--- src/inc/rspwm_pkg.sv ---
// Purpose: Shared constants and types for the reset-synchronous three-phase PWM timer
// Assumes: 32-bit AHB-Lite register bus, one word per register
// Notes:   Offsets are byte addresses
package rspwm_pkg;

	// Register byte offsets
	localparam logic [7:0] OFF_START   = 8'h00;
	localparam logic [7:0] OFF_MODE    = 8'h04;
	localparam logic [7:0] OFF_LEVEL   = 8'h08;
	localparam logic [7:0] OFF_DISABLE = 8'h0C;
	localparam logic [7:0] OFF_STATUS  = 8'h10;
	localparam logic [7:0] OFF_COUNT   = 8'h14;
	localparam logic [7:0] OFF_PERIOD  = 8'h18;
	localparam logic [7:0] OFF_DUTY1   = 8'h1C;
	localparam logic [7:0] OFF_DUTY2   = 8'h20;
	localparam logic [7:0] OFF_DUTY3   = 8'h24;
	localparam logic [7:0] OFF_BUFC0   = 8'h28;
	localparam logic [7:0] OFF_BUFD0   = 8'h2C;
	localparam logic [7:0] OFF_BUFC1   = 8'h30;
	localparam logic [7:0] OFF_BUFD1   = 8'h34;

	// start_control_reg fields
	localparam int BIT_RUN  = 0;
	localparam int BIT_CSEL = 1;

	// Mode register fields
	localparam int MODE_SRC_LSB  = 0;
	localparam int MODE_EDGE_LSB = 3;
	localparam int BIT_BUF_EN    = 5;
	localparam int BIT_CUT_EN    = 6;
	localparam int BIT_EXT_EN    = 7;
	localparam logic [7:0] MODE_RESET = 8'h00;

	// Level register fields
	localparam int BIT_NORM_HIGH = 0;
	localparam int BIT_CNTR_HIGH = 1;
	localparam int BIT_NORM_INIT = 2;
	localparam int BIT_TOG_INIT  = 3;
	localparam logic [3:0] LEVEL_RESET = 4'h3;

	// Output disable bits: one per pin, all disabled at reset
	localparam logic [7:0] DISABLE_RESET = 8'hFF;

	// Status flag positions
	localparam int FLG_MATCH_A0 = 0;
	localparam int FLG_MATCH_B0 = 1;
	localparam int FLG_MATCH_C0 = 2;
	localparam int FLG_MATCH_D0 = 3;
	localparam int FLG_MATCH_A1 = 4;
	localparam int FLG_MATCH_B1 = 5;
	localparam int FLG_OVF      = 6;
	localparam int NUM_FLAGS    = 7;

	// Compare reset value, count top and divider width
	localparam logic [15:0] CMP_RESET   = 16'hFFFF;
	localparam logic [15:0] COUNT_MAX   = 16'hFFFF;
	localparam int          PSC_WIDTH   = 5;

	// Count source codes
	typedef enum logic [2:0] {
		SRC_F1   = 3'h0,
		SRC_F2   = 3'h1,
		SRC_F4   = 3'h2,
		SRC_F8   = 3'h3,
		SRC_F32  = 3'h4,
		SRC_EXT  = 3'h5,
		SRC_FOSC = 3'h6
	} count_src_e;

	// External clock active edge
	localparam logic [1:0] EDGE_RISE = 2'h0;
	localparam logic [1:0] EDGE_FALL = 2'h1;

	// Run state, Gray along idle -> running -> draining
	typedef enum logic [1:0] {
		ST_IDLE     = 2'b00,
		ST_RUNNING  = 2'b01,
		ST_DRAINING = 2'b11
	} run_state_e;

	// Timer pins, carried together
	typedef struct packed {
		logic ch0_pin_a;
		logic ch0_pin_b;
		logic ch0_pin_c;
		logic ch0_pin_d;
		logic ch1_pin_a;
		logic ch1_pin_b;
		logic ch1_pin_c;
		logic ch1_pin_d;
	} timer_pins_s;

endpackage : rspwm_pkg

--- src/hdl/reset_sync_three_phase_pwm.sv ---
// Purpose: Reset-synchronous three-phase PWM timer with AHB-Lite registers
// Assumes: hclk at 200 MHz is the operation clock; pins and fast osc are asynchronous
// Notes:   Zero-wait slave; read data valid in the data phase after address phase
`timescale 1ns/100ps

module reset_sync_three_phase_pwm
	import rspwm_pkg::*;
(
	input  wire logic        hclk,
	input  wire logic        hresetn,
	input  wire logic        hsel,
	input  wire logic [31:0] haddr,
	input  wire logic [1:0]  htrans,
	input  wire logic        hwrite,
	input  wire logic [2:0]  hsize,
	input  wire logic [31:0] hwdata,
	input  wire logic        hready,
	output logic             hreadyout,
	output logic [31:0]      hrdata,
	output logic             hresp,
	input  wire logic        fast_osc_clock,
	input  wire logic        cutoff_interrupt_pin,
	input  wire timer_pins_s pin_in,
	output timer_pins_s      pin_out,
	output timer_pins_s      pin_oe,
	output logic             count_running
);

	// Bus phase registers
	logic        wr_pend;
	logic [7:0]  wr_addr;
	// Control and data registers
	run_state_e  run_state;
	logic        stop_select_bit;
	logic [7:0]  mode;
	logic [3:0]  level;
	logic [7:0]  output_disable_bits;
	logic [NUM_FLAGS-1:0] flags;
	logic [15:0] channel0_counter;
	logic [15:0] period_compare;
	logic [15:0] duty_compare_out1;
	logic [15:0] duty_compare_out2;
	logic [15:0] duty_compare_out3;
	logic [15:0] buffer_c_ch0;
	logic [15:0] buffer_d_ch0;
	logic [15:0] buffer_c_ch1;
	logic [15:0] buffer_d_ch1;
	// Count source logic
	logic [PSC_WIDTH-1:0] psc;
	logic [2:0]  ext_sync;
	logic [2:0]  osc_sync;
	logic [1:0]  cut_sync;
	logic        tick;
	// Waveform state
	logic [2:0]  norm_act;
	logic        toggle;
	// Decodes
	logic        wr_start;
	logic        wr_level;
	logic        counting;
	logic        period_hit;
	logic [NUM_FLAGS-1:0] hits;
	logic [NUM_FLAGS-1:0] clr_mask;
	logic        cut_now;
	logic [15:0] duty [3];

	assign hreadyout     = 1'b1;
	assign hresp         = 1'b0;
	assign count_running = (run_state != ST_IDLE);

	// Address phase capture
	// Write address held for the data phase, when hwdata stands
	always_ff @(posedge hclk or negedge hresetn) begin
		if (!hresetn) begin
			wr_pend <= 1'b0;
			wr_addr <= 8'h00;
		end else if (hready) begin
			wr_pend <= hsel && htrans[1] && hwrite;
			wr_addr <= haddr[7:0];
		end
	end

	assign wr_start = wr_pend && (wr_addr == OFF_START);
	assign wr_level = wr_pend && (wr_addr == OFF_LEVEL);

	// Read data, registered at the address phase
	// A read straight after a write address phase sees the old value
	// Zero wait states, so hreadyout stays high
	always_ff @(posedge hclk or negedge hresetn) begin
		if (!hresetn) begin
			hrdata <= 32'h00000000;
		end else if (hready && hsel && htrans[1] && !hwrite) begin
			case (haddr[7:0])
				OFF_START:   hrdata <= {30'h0, stop_select_bit, count_running};
				OFF_MODE:    hrdata <= {24'h000000, mode};
				OFF_LEVEL:   hrdata <= {28'h0000000, level};
				OFF_DISABLE: hrdata <= {24'h000000, output_disable_bits};
				OFF_STATUS:  hrdata <= {25'h0, flags};
				OFF_COUNT:   hrdata <= {16'h0000, channel0_counter};
				OFF_PERIOD:  hrdata <= {16'h0000, period_compare};
				OFF_DUTY1:   hrdata <= {16'h0000, duty_compare_out1};
				OFF_DUTY2:   hrdata <= {16'h0000, duty_compare_out2};
				OFF_DUTY3:   hrdata <= {16'h0000, duty_compare_out3};
				OFF_BUFC0:   hrdata <= {16'h0000, buffer_c_ch0};
				OFF_BUFD0:   hrdata <= {16'h0000, buffer_d_ch0};
				OFF_BUFC1:   hrdata <= {16'h0000, buffer_c_ch1};
				OFF_BUFD1:   hrdata <= {16'h0000, buffer_d_ch1};
				default:     hrdata <= 32'h00000000;
			endcase
		end
	end

	// Synchronisers for asynchronous inputs; third stage only for edges
	// Only the second and third stages feed logic, avoiding metastable reads
	// Cutoff stage resets high, the idle level of its pin
	always_ff @(posedge hclk or negedge hresetn) begin
		if (!hresetn) begin
			ext_sync <= 3'h0;
			osc_sync <= 3'h0;
			cut_sync <= 2'h3;
		end else begin
			ext_sync <= {ext_sync[1:0], pin_in.ch0_pin_a};
			osc_sync <= {osc_sync[1:0], fast_osc_clock};
			cut_sync <= {cut_sync[0], cutoff_interrupt_pin};
		end
	end

	// Free-running divider for internal sources
	// Low bits all ones give the divided tick
	always_ff @(posedge hclk or negedge hresetn) begin
		if (!hresetn) begin
			psc <= '0;
		end else begin
			psc <= psc + 1'b1;
		end
	end

	// Count source selection
	// External edges need levels of more than one clock
	// Reserved codes give no tick, so the counter waits
	always_comb begin
		case (count_src_e'(mode[MODE_SRC_LSB +: 3]))
			SRC_F1:   tick = 1'b1;
			SRC_F2:   tick = psc[0];
			SRC_F4:   tick = &psc[1:0];
			SRC_F8:   tick = &psc[2:0];
			SRC_F32:  tick = &psc[4:0];
			SRC_FOSC: tick = osc_sync[1] && !osc_sync[2];
			SRC_EXT: begin
				if (!mode[BIT_EXT_EN])
					tick = 1'b0;
				else if (mode[MODE_EDGE_LSB +: 2] == EDGE_RISE)
					tick = ext_sync[1] && !ext_sync[2];
				else if (mode[MODE_EDGE_LSB +: 2] == EDGE_FALL)
					tick = !ext_sync[1] && ext_sync[2];
				else
					tick = ext_sync[1] ^ ext_sync[2];
			end
			default:  tick = 1'b0;
		endcase
	end

	assign counting   = count_running && tick;
	assign period_hit = counting && (channel0_counter == period_compare);
	assign duty[0]    = duty_compare_out1;
	assign duty[1]    = duty_compare_out2;
	assign duty[2]    = duty_compare_out3;

	// Run state: start, immediate stop or stop at period match
	// Draining keeps counting until the period match clears the count
	// Stop-select one leaves the pins at their last levels
	// A run write while draining resumes without a stop
	always_ff @(posedge hclk or negedge hresetn) begin
		if (!hresetn) begin
			run_state       <= ST_IDLE;
			stop_select_bit <= 1'b0;
		end else begin
			if (wr_start)
				stop_select_bit <= hwdata[BIT_CSEL];
			case (run_state)
				ST_IDLE: begin
					if (wr_start && hwdata[BIT_RUN])
						run_state <= ST_RUNNING;
				end
				ST_RUNNING: begin
					if (wr_start && !hwdata[BIT_RUN] && hwdata[BIT_CSEL])
						run_state <= ST_IDLE;
					else if (wr_start && !hwdata[BIT_RUN])
						run_state <= ST_DRAINING;
				end
				ST_DRAINING: begin
					if (wr_start && hwdata[BIT_RUN])
						run_state <= ST_RUNNING;
					else if (wr_start && hwdata[BIT_CSEL])
						run_state <= ST_IDLE;
					else if (period_hit)
						run_state <= ST_IDLE;
				end
				default: run_state <= ST_IDLE;
			endcase
		end
	end

	// Channel 0 counter; a software load wins over a count
	// Period match wraps to zero; the 16-bit add wraps past the top
	always_ff @(posedge hclk or negedge hresetn) begin
		if (!hresetn) begin
			channel0_counter <= 16'h0000;
		end else if (wr_pend && wr_addr == OFF_COUNT) begin
			channel0_counter <= hwdata[15:0];
		end else if (period_hit) begin
			channel0_counter <= 16'h0000;
		end else if (counting) begin
			channel0_counter <= channel0_counter + 16'h0001;
		end
	end

	// Compare and buffer registers; buffer transfer at period match
	// Buffer copy beats a bus write to the same compare
	// Copying only at the wrap keeps each period consistent
	always_ff @(posedge hclk or negedge hresetn) begin
		if (!hresetn) begin
			period_compare    <= CMP_RESET;
			duty_compare_out1 <= CMP_RESET;
			duty_compare_out2 <= CMP_RESET;
			duty_compare_out3 <= CMP_RESET;
			buffer_c_ch0      <= CMP_RESET;
			buffer_d_ch0      <= CMP_RESET;
			buffer_c_ch1      <= CMP_RESET;
			buffer_d_ch1      <= CMP_RESET;
		end else begin
			if (period_hit && mode[BIT_BUF_EN]) begin
				period_compare    <= buffer_c_ch0;
				duty_compare_out1 <= buffer_d_ch0;
				duty_compare_out2 <= buffer_c_ch1;
				duty_compare_out3 <= buffer_d_ch1;
			end else if (wr_pend) begin
				case (wr_addr)
					OFF_PERIOD: period_compare    <= hwdata[15:0];
					OFF_DUTY1:  duty_compare_out1 <= hwdata[15:0];
					OFF_DUTY2:  duty_compare_out2 <= hwdata[15:0];
					OFF_DUTY3:  duty_compare_out3 <= hwdata[15:0];
					default: ;
				endcase
			end
			if (wr_pend) begin
				case (wr_addr)
					OFF_BUFC0: buffer_c_ch0 <= hwdata[15:0];
					OFF_BUFD0: buffer_d_ch0 <= hwdata[15:0];
					OFF_BUFC1: buffer_c_ch1 <= hwdata[15:0];
					OFF_BUFD1: buffer_d_ch1 <= hwdata[15:0];
					default: ;
				endcase
			end
		end
	end

	// Mode and level registers
	always_ff @(posedge hclk or negedge hresetn) begin
		if (!hresetn) begin
			mode  <= MODE_RESET;
			level <= LEVEL_RESET;
		end else if (wr_pend && wr_addr == OFF_MODE) begin
			mode <= hwdata[7:0];
		end else if (wr_level) begin
			level <= hwdata[3:0];
		end
	end

	// Match and overflow events
	// Overflow only when the wrap is not a period match
	always_comb begin
		hits               = '0;
		hits[FLG_MATCH_A0] = counting && (channel0_counter == period_compare);
		hits[FLG_MATCH_B0] = counting && (channel0_counter == duty_compare_out1);
		hits[FLG_MATCH_C0] = counting && (channel0_counter == buffer_c_ch0);
		hits[FLG_MATCH_D0] = counting && (channel0_counter == buffer_d_ch0);
		hits[FLG_MATCH_A1] = counting && (channel0_counter == duty_compare_out2);
		hits[FLG_MATCH_B1] = counting && (channel0_counter == duty_compare_out3);
		hits[FLG_OVF]      = counting && !period_hit
		                     && (channel0_counter == COUNT_MAX);
	end

	assign clr_mask = (wr_pend && wr_addr == OFF_STATUS) ? hwdata[NUM_FLAGS-1:0] : '0;

	// Sticky flags, write one to clear; a new event wins
	always_ff @(posedge hclk or negedge hresetn) begin
		if (!hresetn) begin
			flags <= '0;
		end else begin
			flags <= (flags & ~clr_mask) | hits;
		end
	end

	// Forced cutoff sets every disable bit; it wins over software
	// Synchroniser adds latency: pin low to drive off in three clocks
	// Software cannot re-enable pins while the pin stays low
	assign cut_now = mode[BIT_CUT_EN] && !cut_sync[1];

	always_ff @(posedge hclk or negedge hresetn) begin
		if (!hresetn) begin
			output_disable_bits <= DISABLE_RESET;
		end else if (cut_now) begin
			output_disable_bits <= DISABLE_RESET;
		end else if (wr_pend && wr_addr == OFF_DISABLE) begin
			output_disable_bits <= hwdata[7:0];
		end
	end

	// Phase state per output; level write loads initial state
	// Duty above the period never matches, so the output stays inactive
	// Period match clears all three at once, the shared reset edge
	always_ff @(posedge hclk or negedge hresetn) begin
		if (!hresetn) begin
			norm_act <= 3'h0;
			toggle   <= 1'b0;
		end else if (wr_level) begin
			norm_act <= {3{hwdata[BIT_NORM_INIT]}};
			toggle   <= hwdata[BIT_TOG_INIT];
		end else if (period_hit) begin
			norm_act <= 3'h0;
			toggle   <= !toggle;
		end else if (counting) begin
			for (int i = 0; i < 3; i++) begin
				if (channel0_counter == duty[i])
					norm_act[i] <= 1'b1;
			end
		end
	end

	// Pin levels from phase state and active level selection
	// Counter phase is the plain complement, no dead time
	always_comb begin
		pin_out           = '0;
		pin_out.ch0_pin_b = ( norm_act[0]) ~^ level[BIT_NORM_HIGH];
		pin_out.ch0_pin_d = (!norm_act[0]) ~^ level[BIT_CNTR_HIGH];
		pin_out.ch1_pin_a = ( norm_act[1]) ~^ level[BIT_NORM_HIGH];
		pin_out.ch1_pin_c = (!norm_act[1]) ~^ level[BIT_CNTR_HIGH];
		pin_out.ch1_pin_b = ( norm_act[2]) ~^ level[BIT_NORM_HIGH];
		pin_out.ch1_pin_d = (!norm_act[2]) ~^ level[BIT_CNTR_HIGH];
		pin_out.ch0_pin_c = toggle;
	end

	// Drive enables; pin a of channel 0 is input only here
	// Disabled pins fall back to their pull levels outside
	always_comb begin
		pin_oe           = ~output_disable_bits;
		pin_oe.ch0_pin_a = 1'b0;
	end

endmodule : reset_sync_three_phase_pwm

--- config.mk ---
export PLATFORM = sky130hd
export DESIGN_NAME = reset_sync_three_phase_pwm
export DESIGN_NICKNAME = d
export VERILOG_FILES = /design/src/inc/rspwm_pkg.sv /design/src/hdl/reset_sync_three_phase_pwm.sv
export SDC_FILE = /design/constraint.sdc
export NUM_CORES = 1
export LEC_CHECK = 0
export ABC_AREA = 0
export BUFFER_PORTS_ARGS = -buffer_cell sky130_fd_sc_hd__buf_2
export CAP_MARGIN = 20
export CELL_PAD_IN_SITES_DETAIL_PLACEMENT = 1
export CELL_PAD_IN_SITES_GLOBAL_PLACEMENT = 2
export CORE_MARGIN = 4
export CORE_UTILIZATION = 35
export CTS_CLUSTER_DIAMETER = 60
export DETAILED_ROUTE_END_ITERATION = 6
export PLACE_DENSITY = 0.73
export RECOVER_POWER = 50
export SKIP_CTS_REPAIR_TIMING = 1
export SLEW_MARGIN = 25
export SYNTH_ARGS = -nofsm -noshare
export SYNTH_HDL_FRONTEND = slang
export SYNTH_SLANG_ARGS = --single-unit
--- constraint.sdc ---
create_clock -name hclk -period 3.45 [get_ports hclk]
set_clock_uncertainty 0.1 [all_clocks]
set_input_delay 1.035 -clock hclk [delete_from_list [all_inputs] [get_ports hclk]]
set_output_delay 1.035 -clock hclk [all_outputs]
set_load 0.03 [all_outputs]
Yosys cells after proc, flatten, opt, wreduce, memory -nomap -nowiden
Cells that the tools add are included.
{"block": "totals", "word_cells": 197, "output_inout_bits": 51, "in_bits": 84, "register_bits": 232}
{"block": "op_classes", "eq_ne": 45, "n_mux": 38, "addsub": 2, "reduce_logical": 74, "bitwise_logic": 12}
{"operator": "$mux 16", "count": 15}
{"operator": "$pmux 16 s14", "count": 1}
{"operator": "$eq 16x16->1", "count": 6}
{"operator": "$eq 8x6->1 const B", "count": 12}
{"operator": "$eq 8x5->1 const B", "count": 8}
{"operator": "$eq 8x4->1 const B", "count": 4}
{"operator": "$logic_and 1x1->1", "count": 29}
{"operator": "$reduce_and 2->1", "count": 13}
{"operator": "$add 16x1->16 const B", "count": 1}
{"operator": "$eq 16x16->1 const B", "count": 1}
{"operator": "$eq 8x3->1 const B", "count": 2}
{"operator": "$logic_not 8->1", "count": 2}
{"operator": "$mux 8", "count": 2}
{"operator": "$reduce_bool 2->1", "count": 8}
{"operator": "$reduce_bool 3->1", "count": 5}
{"operator": "$not 7->7", "count": 2}
{"operator": "$mux 2", "count": 6}
{"operator": "$logic_not 1->1", "count": 11}
{"operator": "$eq 3x3->1 const B", "count": 3}
{"operator": "$mux 3", "count": 3}
{"operator": "$mux 1", "count": 8}
{"operator": "$and 7x7->7", "count": 1}
{"operator": "$mux 7", "count": 1}
{"operator": "$or 7x7->7", "count": 1}
{"operator": "17 further kinds", "count": 26}

Logic depth before layout (Yosys ltp)
Gate-level depths: netlist of run 1.
{"block": "logic_depth", "word_depth": 12, "ltp_mapped": 11}

Least setup slack after synthesis of run 1
No wires, ideal clock.
{"block": "synth_timing", "path_kind": "input-to-reg", "startpoint": "in haddr[5]", "endpoint": "reg hrdata[3]", "path_buffers": 3, "path_slack_ns": 0.787, "path_stages": 8, "arrival_ns": 2.433, "setup_ns": 0.130, "path_cell_list": "buf_2 > buf_2 > buf_2 > mux2_2 > a22oi_1 > o21ai_0 > a22oi_1 > o41ai_1"}
{"block": "synth_between", "elab_chain_cells": 2}
{"item": "start, declared", "line_no": "reset_sync_three_phase_pwm.sv:12", "source": "input wire logic [31:0] haddr,"}
{"item": "$eq 8x6->1 (tied with other cells)", "line_no": "reset_sync_three_phase_pwm.sv:93", "source": "case (haddr[7:0])"}
{"item": "$pmux 16 s14 (*)", "line_no": "reset_sync_three_phase_pwm.sv:93"}
{"item": "end signal, assigned", "line_no": "reset_sync_three_phase_pwm.sv:94", "source": "OFF_START: hrdata <= {30'h0, stop_select_bit, count_running};"}
{"item": "end signal, assigned", "line_no": "reset_sync_three_phase_pwm.sv:95", "source": "OFF_MODE: hrdata <= {24'h000000, mode};"}
{"item": "end signal, assigned", "line_no": "reset_sync_three_phase_pwm.sv:96", "source": "OFF_LEVEL: hrdata <= {28'h0000000, level};"}
{"item": "end, declared", "line_no": "reset_sync_three_phase_pwm.sv:19", "source": "output logic [31:0] hrdata,"}
Mark *: on every way between the ends. The rest lies on a longest branch, timed or not.
A chain may end at the register's enable or synchronous reset.

Worst setup path after layout of run 1
{"block": "layout_timing", "startpoint": "reg ext_sync[1]", "endpoint": "reg duty_compare_out1[0]"}
{"block": "layout_between", "elab_chain_cells": 11}
{"item": "start, declared", "line_no": "reset_sync_three_phase_pwm.sv:50", "source": "logic [2:0] ext_sync;"}
{"item": "start signal, assigned", "line_no": "reset_sync_three_phase_pwm.sv:122", "source": "ext_sync <= {ext_sync[1:0], pin_in.ch0_pin_a};"}
{"item": "$logic_not 1->1", "line_no": "reset_sync_three_phase_pwm.sv:155", "source": "tick = !ext_sync[1] && ext_sync[2];"}
{"item": "$logic_and 1x1->1", "line_no": "reset_sync_three_phase_pwm.sv:155"}
{"item": "$mux 1", "line_no": "reset_sync_three_phase_pwm.sv:154", "source": "else if (mode[MODE_EDGE_LSB +: 2] == EDGE_FALL)"}
{"item": "$mux 1 (*)", "line_no": "reset_sync_three_phase_pwm.sv:152", "source": "else if (mode[MODE_EDGE_LSB +: 2] == EDGE_RISE)"}
{"item": "$mux 1 (*)", "line_no": "reset_sync_three_phase_pwm.sv:150", "source": "if (!mode[BIT_EXT_EN])"}
{"item": "$pmux 1 s7 (*)", "line_no": "reset_sync_three_phase_pwm.sv:142", "source": "case (count_src_e'(mode[MODE_SRC_LSB +: 3]))"}
{"item": "$logic_and 1x1->1 (*)", "line_no": "reset_sync_three_phase_pwm.sv:163", "source": "assign counting = count_running && tick;"}
{"item": "$logic_and 1x1->1 (*)", "line_no": "reset_sync_three_phase_pwm.sv:164", "source": "assign period_hit = counting && (channel0_counter == period_compare);"}
{"item": "$logic_and 1x1->1 (*)", "line_no": "reset_sync_three_phase_pwm.sv:232", "source": "if (period_hit && mode[BIT_BUF_EN]) begin"}
{"item": "$reduce_bool 2->1 (no source line)"}
{"item": "$reduce_and 2->1 (no source line)"}
{"item": "end signal, assigned", "line_no": "reset_sync_three_phase_pwm.sv:234", "source": "duty_compare_out1 <= buffer_d_ch0;"}
{"item": "end signal, assigned", "line_no": "reset_sync_three_phase_pwm.sv:240", "source": "OFF_DUTY1: duty_compare_out1 <= hwdata[15:0];"}
{"item": "end, declared", "line_no": "reset_sync_three_phase_pwm.sv:41", "source": "logic [15:0] duty_compare_out1;"}
Marked as above.

==> flow_summary.json, run 1 <==
{
  "outcome": "finished, violations left",
  "violations": "max-capacitance violations, max-slew violations",
  "ys_seq_area_frac": 0.4422,
  "final_common_cell": "dfstp_2",
  "synth_area_leaders": "dfstp_2 29%, dfrtp_1 15%, mux2_2 8.4%",
  "max-slew-margin-rel": -0.2469,
  "start_util": 0.3548,
  "viasPerCell": 5.640,
  "gp_congestion": 0.8966,
  "hold_viol": 0,
  "die_y_um": 197.9,
  "p_per_area_nw_per_um2": 456.8,
  "cp.required_ns": 3.85,
  "place_inst": 1680,
  "crit_path_cell_trace": "inv_1 -> ha_1 -> mux2_1 -> o2111a_1 -> o2111a_1 -> o211ai_4 -> buf_12 -> nor2_1 -> a21oi_2",
  "coreArea_um2": 35570,
  "vias": 9779,
  "num-fill-cells": 3948,
  "grtUsageMet1": 0.3203,
  "final_util": 0.4063,
  "nNetsFinal": 1340,
  "synth_edf_count": 0,
  "hold_ws_ns": 0.2551,
  "cpMaxStageDelayCell": "o211ai_4",
  "cp-start-kind": "register",
  "rsz0062_at_grt": "no",
  "dieArea_um2": 39160,
  "crit_fanout": 58,
  "clkTransAtPathRegs_ns": 0.06,
  "synthCells": 1196,
  "cts.sinks": 216,
  "final_cell_mix": "140 x dfstp_2, 94 x mux2_2, 90 x nor2_1, 82 x mux2i_1, 76 x dfrtp_1",
  "final_max_slew_viol_count": 67,
  "antenna_found_initial": 1,
  "top_usage_layer": "met2",
  "firstDrtPassIters": 5,
  "diodes": 0,
  "io_buffers": 63,
  "fin_tns_setup_ns": 0,
  "rows": 69,
  "grt_pass1_wl_um": 67680,
  "cts_root_buf": "clkbuf_16",
  "ios": 135,
  "postSynth.asyncResetShare": 1.000,
  "overflow": 0,
  "die_x_um": 197.9,
  "detail-route-antenna-nets": 0,
  "ys_ff_latch": 216,
  "max_stage_delay_ns": 0.76,
  "synth_top_area_frac": 0.2915,
  "worstMarginPinSlew_ns": 1.870,
  "syn_area_per_cell_um2": 10.55,
  "dp_hpwl_um": 32430,
  "grt_pass1_vias": 10140,
  "syn_area_um2": 12620,
  "drtIter0Drc": 590,
  "fin_crit_ns": 3.112,
  "reg2reg_depth": 9,
  "routed_wl_um": 45390,
  "yosys.area.top_type": "dfstp_2",
  "fin_cells": 1734,
  "irDropWorstVdd_v": 0.0003496,
  "grt_use_met2": 0.3751,
  "drcViolationCount": 0,
  "worstSkewPairLatency_ns": 0.57,
  "holdPathStages": 0,
  "htree_levels": 1,
  "cts_tree": "done",
  "cap_violations": 1,
  "critPathMostFrequentCell": "o2111a_1",
  "ys_warn_count": 0,
  "wire_per_inst_um": 26.17,
  "hold_class": "reg -> reg",
  "critical_path_class": "reg -> reg",
  "cts_buffer_depth": 3,
  "leakage_nw": 6.095,
  "synth_ff_type": "dfstp_2",
  "fmax_ghz": 0.3213,
  "drive_gt1_frac": 0.3763,
  "min_period_over_period": 0.9021,
  "crit_arrival_ns": 3.51,
  "synth.distinct_cells": 76,
  "cts_inserted_buffers": 29,
  "area_delta_synth_final_pct": 14.49,
  "grt.total_usage": 0.2289,
  "grt_start_max_net_pins": 71,
  "setup_viol": 0,
  "end_kind": "register",
  "grt_use_met3": 0.03403
}
[routing by layer]
metal	up-vias	part of all wire
met5	-	0
met4	0	0.026
met3	64	0.052
met2	274	0.47
met1	5054	0.45
li1	4387	-
[where the power goes]
group	internal (mW)	switching, mW
registers	2.68	0.111
logic	0.222	0.406
clock network	1.92	1.26
total	4.83	1.78
[final timing paths]
check	from	end	slack, ns
worst max-delay path	ext_sync[1]$_DFF_PN0_	duty_compare_out1[0]$_DFFE_PN1P_	0.34
worst min-delay path	cut_sync[0]$_DFF_PN1_	cut_sync[1]$_DFF_PN1_	0.26
worst max register to register	ext_sync[1]$_DFF_PN0_	duty_compare_out1[0]$_DFFE_PN1P_	0.34
worst min register to register	cut_sync[0]$_DFF_PN1_	cut_sync[1]$_DFF_PN1_	0.26
max in group asynchronous	hresetn	hrdata[7]$_DFFE_PN0P_	0.55
min in group asynchronous	hresetn	flags[0]$_DFF_PN0_	0.89
[logic make-up after synthesis]
| logic type | after synthesis | share of synthesized area |
|---|---|---|
| flops | 216 | 0.4422 |
| compound gates | 258 | 0.1467 |
| xor+xnor | 104 | 0.07217 |
| fa+ha+maj | 6 | 0.005948 |
| simple gates | 301 | 0.1200 |
| buf+inv | 129 | 0.05730 |
| other cells | 2 | 0.0005950 |
| mux | 180 | 0.1552 |
[worst max-delay path: cells and delay by family (launching register included)]
| kind | cells | cell delay [ns] |
|---|---|---|
| adder cells (fa/ha/maj) | 1 | 0.18 |
| multiplexers | 1 | 0.30 |
| flip-flops | 1 | 0.38 |
| AO/OA/AOI/OAI | 4 | 1.48 |
| buffers and inverters | 2 | 0.43 |
| AND/OR/NAND/NOR | 1 | 0.11 |
[synth_stat cells (all sizes together) (21+ instances only)]
cell type,number
a21oi,99
a22oi,36
buf,78
clkbuf,36
dfrtp,76
dfstp,140
mux2,95
mux2i,82
nand2,72
nand3,27
nand4,21
nor2,94
o21ai,44
xnor2,53
xor2,51
[per-stage QoR]
| step | worst slack, ns | power [mW] | area [µm²] |
|---|---|---|---|
| global placement | 0.2727 | 3.443 | 13460 |
| finish | 0.3377 | 6.601 | 14450 |
| CTS | 0.3524 | 6.682 | 14480 |
| floorplan | 0.7874 | 3.187 | 12690 |
| detailed placement | 0.3029 | 3.457 | 13460 |
| global route | 0.1098 | 6.848 | 14450 |
[registers in the layout, indices dropped and copies added, names as in the netlist, 2 cells and up]
name and count:
channel0_counter 16, hrdata 16, cut_sync 2, flags 7, buffer_c_ch1 16, level 4
duty_compare_out2 16, ext_sync 3, buffer_d_ch0 16, duty_compare_out1 16, osc_sync 3, duty_compare_out3 16
period_compare 16, mode 8, norm_act 3, psc 5, wr_addr 8, run_state 2
output_disable_bits 8, buffer_d_ch1 16, buffer_c_ch0 16
[area by class of cell]
type / instances / area, µm² / share of cell area
Clock buffer: 33 / 770.7 / 0.05334
Clock inverter: 21 / 247.7 / 0.01714
Inverter: 15 / 56.30 / 0.003896
Multi-Input combinational cell: 869 / 6411 / 0.4437
Sequential cell: 216 / 5580 / 0.3862
Tap cell: 461 / 576.8 / 0.03992
Timing Repair Buffer: 119 / 807.0 / 0.05585
Power figures use the tool's default switching activity.
==> run 2, diff against run 1 <==
- MAX_ROUTING_LAYER: not set -> met4
==> run 2 against run 1 <==
Effect of this change: the flow still finishes with violations (max-capacitance violations, max-slew violations); cell count stayed put; maximum frequency is 0.16% lower; core utilization stayed put; design area stayed put; total power hardly changed; critical path depth stayed put; register-to-register slack hardly changed; hold slack hardly changed; clock power hardly changed; largest cell class unchanged; highest routed layer unchanged.
==> flow_summary.json, run 2 (synthesis results as in run 1) <==
{
  "outcome": "finished, violations left",
  "violations": "max-capacitance violations, max-slew violations",
  "fmax_ghz": 0.3208,
  "area_delta_synth_final_pct": 14.49,
  "final_cell_mix": "140 x dfstp_2, 94 x mux2_2, 90 x nor2_1, 82 x mux2i_1, 76 x dfrtp_1",
  "die_y_um": 197.9,
  "num-fill-cells": 3948,
  "gp_congestion": 0.9119,
  "drive_gt1_frac": 0.3763,
  "end_kind": "register",
  "grt.total_usage": 0.2356,
  "die_x_um": 197.9,
  "fin_tns_setup_ns": 0,
  "worstMarginPinSlew_ns": 1.892,
  "cts_tree": "done",
  "drtIter0Drc": 535,
  "dieArea_um2": 39160,
  "overflow": 0,
  "antenna_found_initial": 1,
  "cap_violations": 1,
  "grt_pass1_wl_um": 67700,
  "firstDrtPassIters": 5,
  "routed_wl_um": 45320,
  "worst_slack_ns": 0.3327,
  "path_delay_family": "compound AO/OA/AOI/OAI gates",
  "htree_levels": 1,
  "min_period_over_period": 0.9036,
  "critical_path_class": "reg -> reg",
  "io_buffers": 63,
  "rows": 69,
  "dp_hpwl_um": 32430,
  "nNetsFinal": 1340,
  "crit_arrival_ns": 3.52,
  "cts_root_buf": "clkbuf_16",
  "hold_ws_ns": 0.2552,
  "ios": 135,
  "hold_class": "reg -> reg",
  "p_sw_frac": 0.2694,
  "cts_inserted_buffers": 29,
  "crit_fanout": 58,
  "cts.sinks": 216,
  "cts_buffer_depth": 3,
  "leakage_nw": 6.095,
  "max-slew-margin-rel": -0.2613,
  "grt_pass1_vias": 10130,
  "final_max_slew_viol_count": 67,
  "crit_path_cell_trace": "inv_1 -> ha_1 -> mux2_1 -> o2111a_1 -> o2111a_1 -> o211ai_4 -> buf_12 -> nor2_1 -> a21oi_2",
  "p_per_area_nw_per_um2": 457.1,
  "dpl-instance-area_um2": 13460,
  "cp.required_ns": 3.85,
  "start_util": 0.3548,
  "p_clk_frac": 0.482,
  "fin_area_um2": 14450,
  "max_stage_delay_ns": 0.76,
  "coreArea_um2": 35570,
  "detail-route-antenna-nets": 0,
  "final_util": 0.4063,
  "worstSkewPairLatency_ns": 0.57,
  "cp-start-kind": "register",
  "irDropWorstVdd_v": 0.0003502,
  "grt_start_max_net_pins": 71,
  "diodes": 0,
  "final_common_cell": "dfstp_2",
  "seqPwrFrac": 0.423,
  "rsz0062_at_grt": "no",
  "p_int_mw": 4.825,
  "p_sw_mw": 1.779,
  "vias": 9820,
  "setup_viol": 0,
  "place_ws_ns": 0.3029,
  "path_buf_inv": 2,
  "critPathMostFrequentCell": "o2111a_1",
  "wire_per_inst_um": 26.13,
  "drcViolationCount": 0,
  "hold_viol": 0,
  "cpMaxStageDelayCell": "o211ai_4",
  "power_frac_comb": 0.095,
  "viasPerCell": 5.663,
  "clkTransAtPathRegs_ns": 0.06,
  "fin_crit_ns": 3.117
}
==> run 2: through the flow <==
step	std cells	total power, mW
2_1_floorplan	1214	3.187
3_3_place_gp	1680	3.443
3_5_place_dp	1680	3.457
4_1_cts	1734	6.682
5_1_grt	1734	6.848
6_report	1734	6.605
==> run 2: power by group through the flow <==
stage	Clock [mW]	Combinational, mW	Sequential [mW]
final	3.19	0.626	2.79
after global routing	3.37	0.673	2.80
after CTS	3.26	0.630	2.79
after detailed placement	0	0.627	2.83
after global placement	0	0.617	2.83
after floorplan	0	0.401	2.79
==> run 2: final cells by class <==
cell class	count	area (µm²)	area share
multi-input combinational	869	6411	0.4437
sequential	216	5580	0.3862
timing repair buffer	119	807.0	0.05585
clock buffer	33	770.7	0.05334
tap	461	576.8	0.03992
clock inverter	21	247.7	0.01714
inverter	15	56.30	0.003896
==> run 2: path summary, 6_finish.rpt <==
path	slack, ns	start	end	cells after the start
setup / recovery	0.33	ext_sync[1]$_DFF_PN0_	duty_compare_out1[0]$_DFFE_PN1P_	9
hold / removal	0.26	cut_sync[0]$_DFF_PN1_	cut_sync[1]$_DFF_PN1_	0
setup reg to reg	0.33	ext_sync[1]$_DFF_PN0_	duty_compare_out1[0]$_DFFE_PN1P_	9
hold reg to reg	0.26	cut_sync[0]$_DFF_PN1_	cut_sync[1]$_DFF_PN1_	0
max in group asynchronous	0.53	hresetn	hrdata[6]$_DFFE_PN0P_	2
min in group asynchronous	0.88	hresetn	channel0_counter[2]$_DFFE_PN0P_	1
==> run 2: per-layer routing <==
layer,vias up,global-route usage,part of all wire
met1,5106,0.3202,0.46
met3,66,0.03352,0.044
li1,4395,-,-
met5,-,-,0
met4,0,0.05305,0.023
met2,253,0.3766,0.48
==> run 3, diff against run 2 <==
- BUFFER_PORTS_ARGS: -buffer_cell sky130_fd_sc_hd__buf_2 -> -buffer_cell sky130_fd_sc_hd__buf_4
==> run 3 against run 2 <==
Effect of this change: the flow still finishes with violations (max-capacitance violations, max-slew violations); combinational power is 2% higher; maximum frequency is 9.7% higher; largest power group unchanged; global-route usage is 1.1 points higher; count of clock-buffer cells in the layout is 7 higher; register-to-register slack better by 0.28 ns; total power is 0.97% higher; setup slack better by 0.28 ns.
==> flow_summary.json, run 3 (synthesis results as in run 1) <==
{
  "outcome": "finished, violations left",
  "violations": "max-capacitance violations, max-slew violations",
  "area_delta_synth_final_pct": 16.00,
  "routed_wl_um": 47210,
  "cp-start-kind": "register",
  "coreArea_um2": 35570,
  "final_cell_mix": "140 x dfstp_2, 111 x buf_4, 94 x mux2_2, 90 x nor2_1, 82 x mux2i_1",
  "dpl-instance-area_um2": 13630,
  "grt_start_max_net_pins": 129,
  "hold_viol": 0,
  "htree_levels": 1,
  "cts_tree": "done",
  "dieArea_um2": 39160,
  "setup_viol": 0,
  "hold_class": "reg -> reg",
  "cp.required_ns": 3.84,
  "worstSkewPairLatency_ns": 0.58,
  "max-slew-margin-rel": -0.4056,
  "die_x_um": 197.9,
  "cts.sinks": 216,
  "cts_inserted_buffers": 30,
  "multi_input_area_um2": 6411,
  "crit_arrival_ns": 3.23,
  "overflow": 0,
  "ios": 135,
  "start_util": 0.3548,
  "diodes": 0,
  "drtIter0Drc": 693,
  "grt_pass1_wl_um": 71010,
  "drcViolationCount": 0,
  "p_per_area_nw_per_um2": 455.5,
  "fin_tns_setup_ns": 0,
  "fin_area_um2": 14640,
  "firstDrtPassIters": 7,
  "critPathMostFrequentCell": "o2111a_1",
  "irDropWorstVdd_v": 0.0003815,
  "gp_congestion": 0.9103,
  "viasPerCell": 5.702,
  "grt.total_usage": 0.2469,
  "vias": 9928,
  "worstMarginPinSlew_ns": 2.108,
  "wire_per_inst_um": 27.12,
  "io_buffers": 63,
  "end_kind": "register",
  "max_stage_delay_ns": 0.54,
  "crit_path_cell_trace": "inv_1 -> ha_1 -> mux2_1 -> o2111a_1 -> o2111a_1 -> o211ai_4 -> buf_12 -> nor2_1 -> a21oi_2",
  "cts_root_buf": "clkbuf_16",
  "critical_path_class": "reg -> reg",
  "crit_fanout": 128,
  "path_delay_family": "compound AO/OA/AOI/OAI gates",
  "regArea_um2": 5580,
  "grt_pass1_vias": 10600,
  "fmax_ghz": 0.3520,
  "fin_total_pwr_mw": 6.669,
  "num-fill-cells": 3978,
  "cap_violations": 1,
  "nNetsFinal": 1346,
  "min_period_over_period": 0.8235,
  "fin_crit_ns": 2.841,
  "leakage_nw": 6.178,
  "die_y_um": 197.9,
  "cts_buffer_depth": 3,
  "rsz0062_at_grt": "no",
  "final_common_cell": "dfstp_2",
  "detail-route-antenna-nets": 0,
  "dp_hpwl_um": 33150,
  "cpMaxStageDelayCell": "buf_12",
  "clkTransAtPathRegs_ns": 0.05,
  "path_buf_inv": 2,
  "rows": 69,
  "final_max_slew_viol_count": 72,
  "drive_gt1_frac": 0.3773,
  "antenna_found_initial": 0
}
==> run 3: cell types whose count changed in the layout (fill, tap and decap cells not counted), moves of 4 or more <==
cell | previous run | this run
clkinv_4 | 0 | 4
buf_4 | 48 | 111
clkinvlp_4 | 8 | 1
buf_2 | 61 | 0
inv_6 | 6 | 1
==> run 3: power breakdown <==
part	switching (mW)	total [mW]	internal [mW]
logic	0.400	0.640	0.239
clock network	1.27	3.23	1.96
registers	0.122	2.80	2.68
==> run 3: metal layers <==
layer / vias to the layer above / routed length, µm / track usage
met5: - / 0 / -
met2: 291 / 22110 / 0.3915
met4: 0 / 1669 / 0.07345
li1: 4390 / - / -
met3: 83 / 2123 / 0.02654
met1: 5164 / 21300 / 0.3362
==> run 3: worst paths after layout <==
check                                       from                          endpoint  slack (ns)  cells past startpoint
max                        ext_sync[1]$_DFF_PN0_  duty_compare_out2[8]$_DFFE_PN1P_        0.61                      9
min                        osc_sync[0]$_DFF_PN0_             osc_sync[1]$_DFF_PN0_        0.25                      0
max reg2reg                ext_sync[1]$_DFF_PN0_  duty_compare_out2[8]$_DFFE_PN1P_        0.61                      9
min reg2reg                osc_sync[0]$_DFF_PN0_             osc_sync[1]$_DFF_PN0_        0.25                      0
max in group asynchronous                hresetn           norm_act[0]$_DFFE_PN0P_        0.73                      2
min in group asynchronous                hresetn   channel0_counter[6]$_DFFE_PN0P_        0.97                      1
==> run 3: cell type report <==
cell class	instances	area share
clock inverter	16	0.01282
clock buffer	40	0.05794
timing repair buffer	124	0.06692
sequential	216	0.3812
inverter	15	0.003846
tap	461	0.03940
multi-input combinational	869	0.4379
==> run 3: through the flow <==
| stage | utilization | std cells | hold WS (ns) | worst slack (ns) |
|---|---|---|---|---|
| CTS | 0.4122 | 1741 | 0.2520 | 0.6110 |
| global route | 0.4116 | 1741 | 0.2587 | 0.3527 |
| finish | 0.4116 | 1741 | 0.2500 | 0.6088 |
| floorplan | - | 1214 | 0.2312 | 0.7874 |
| global placement | 0.3831 | 1685 | 0.2317 | 0.4586 |
| detailed placement | 0.3831 | 1685 | 0.2394 | 0.4602 |
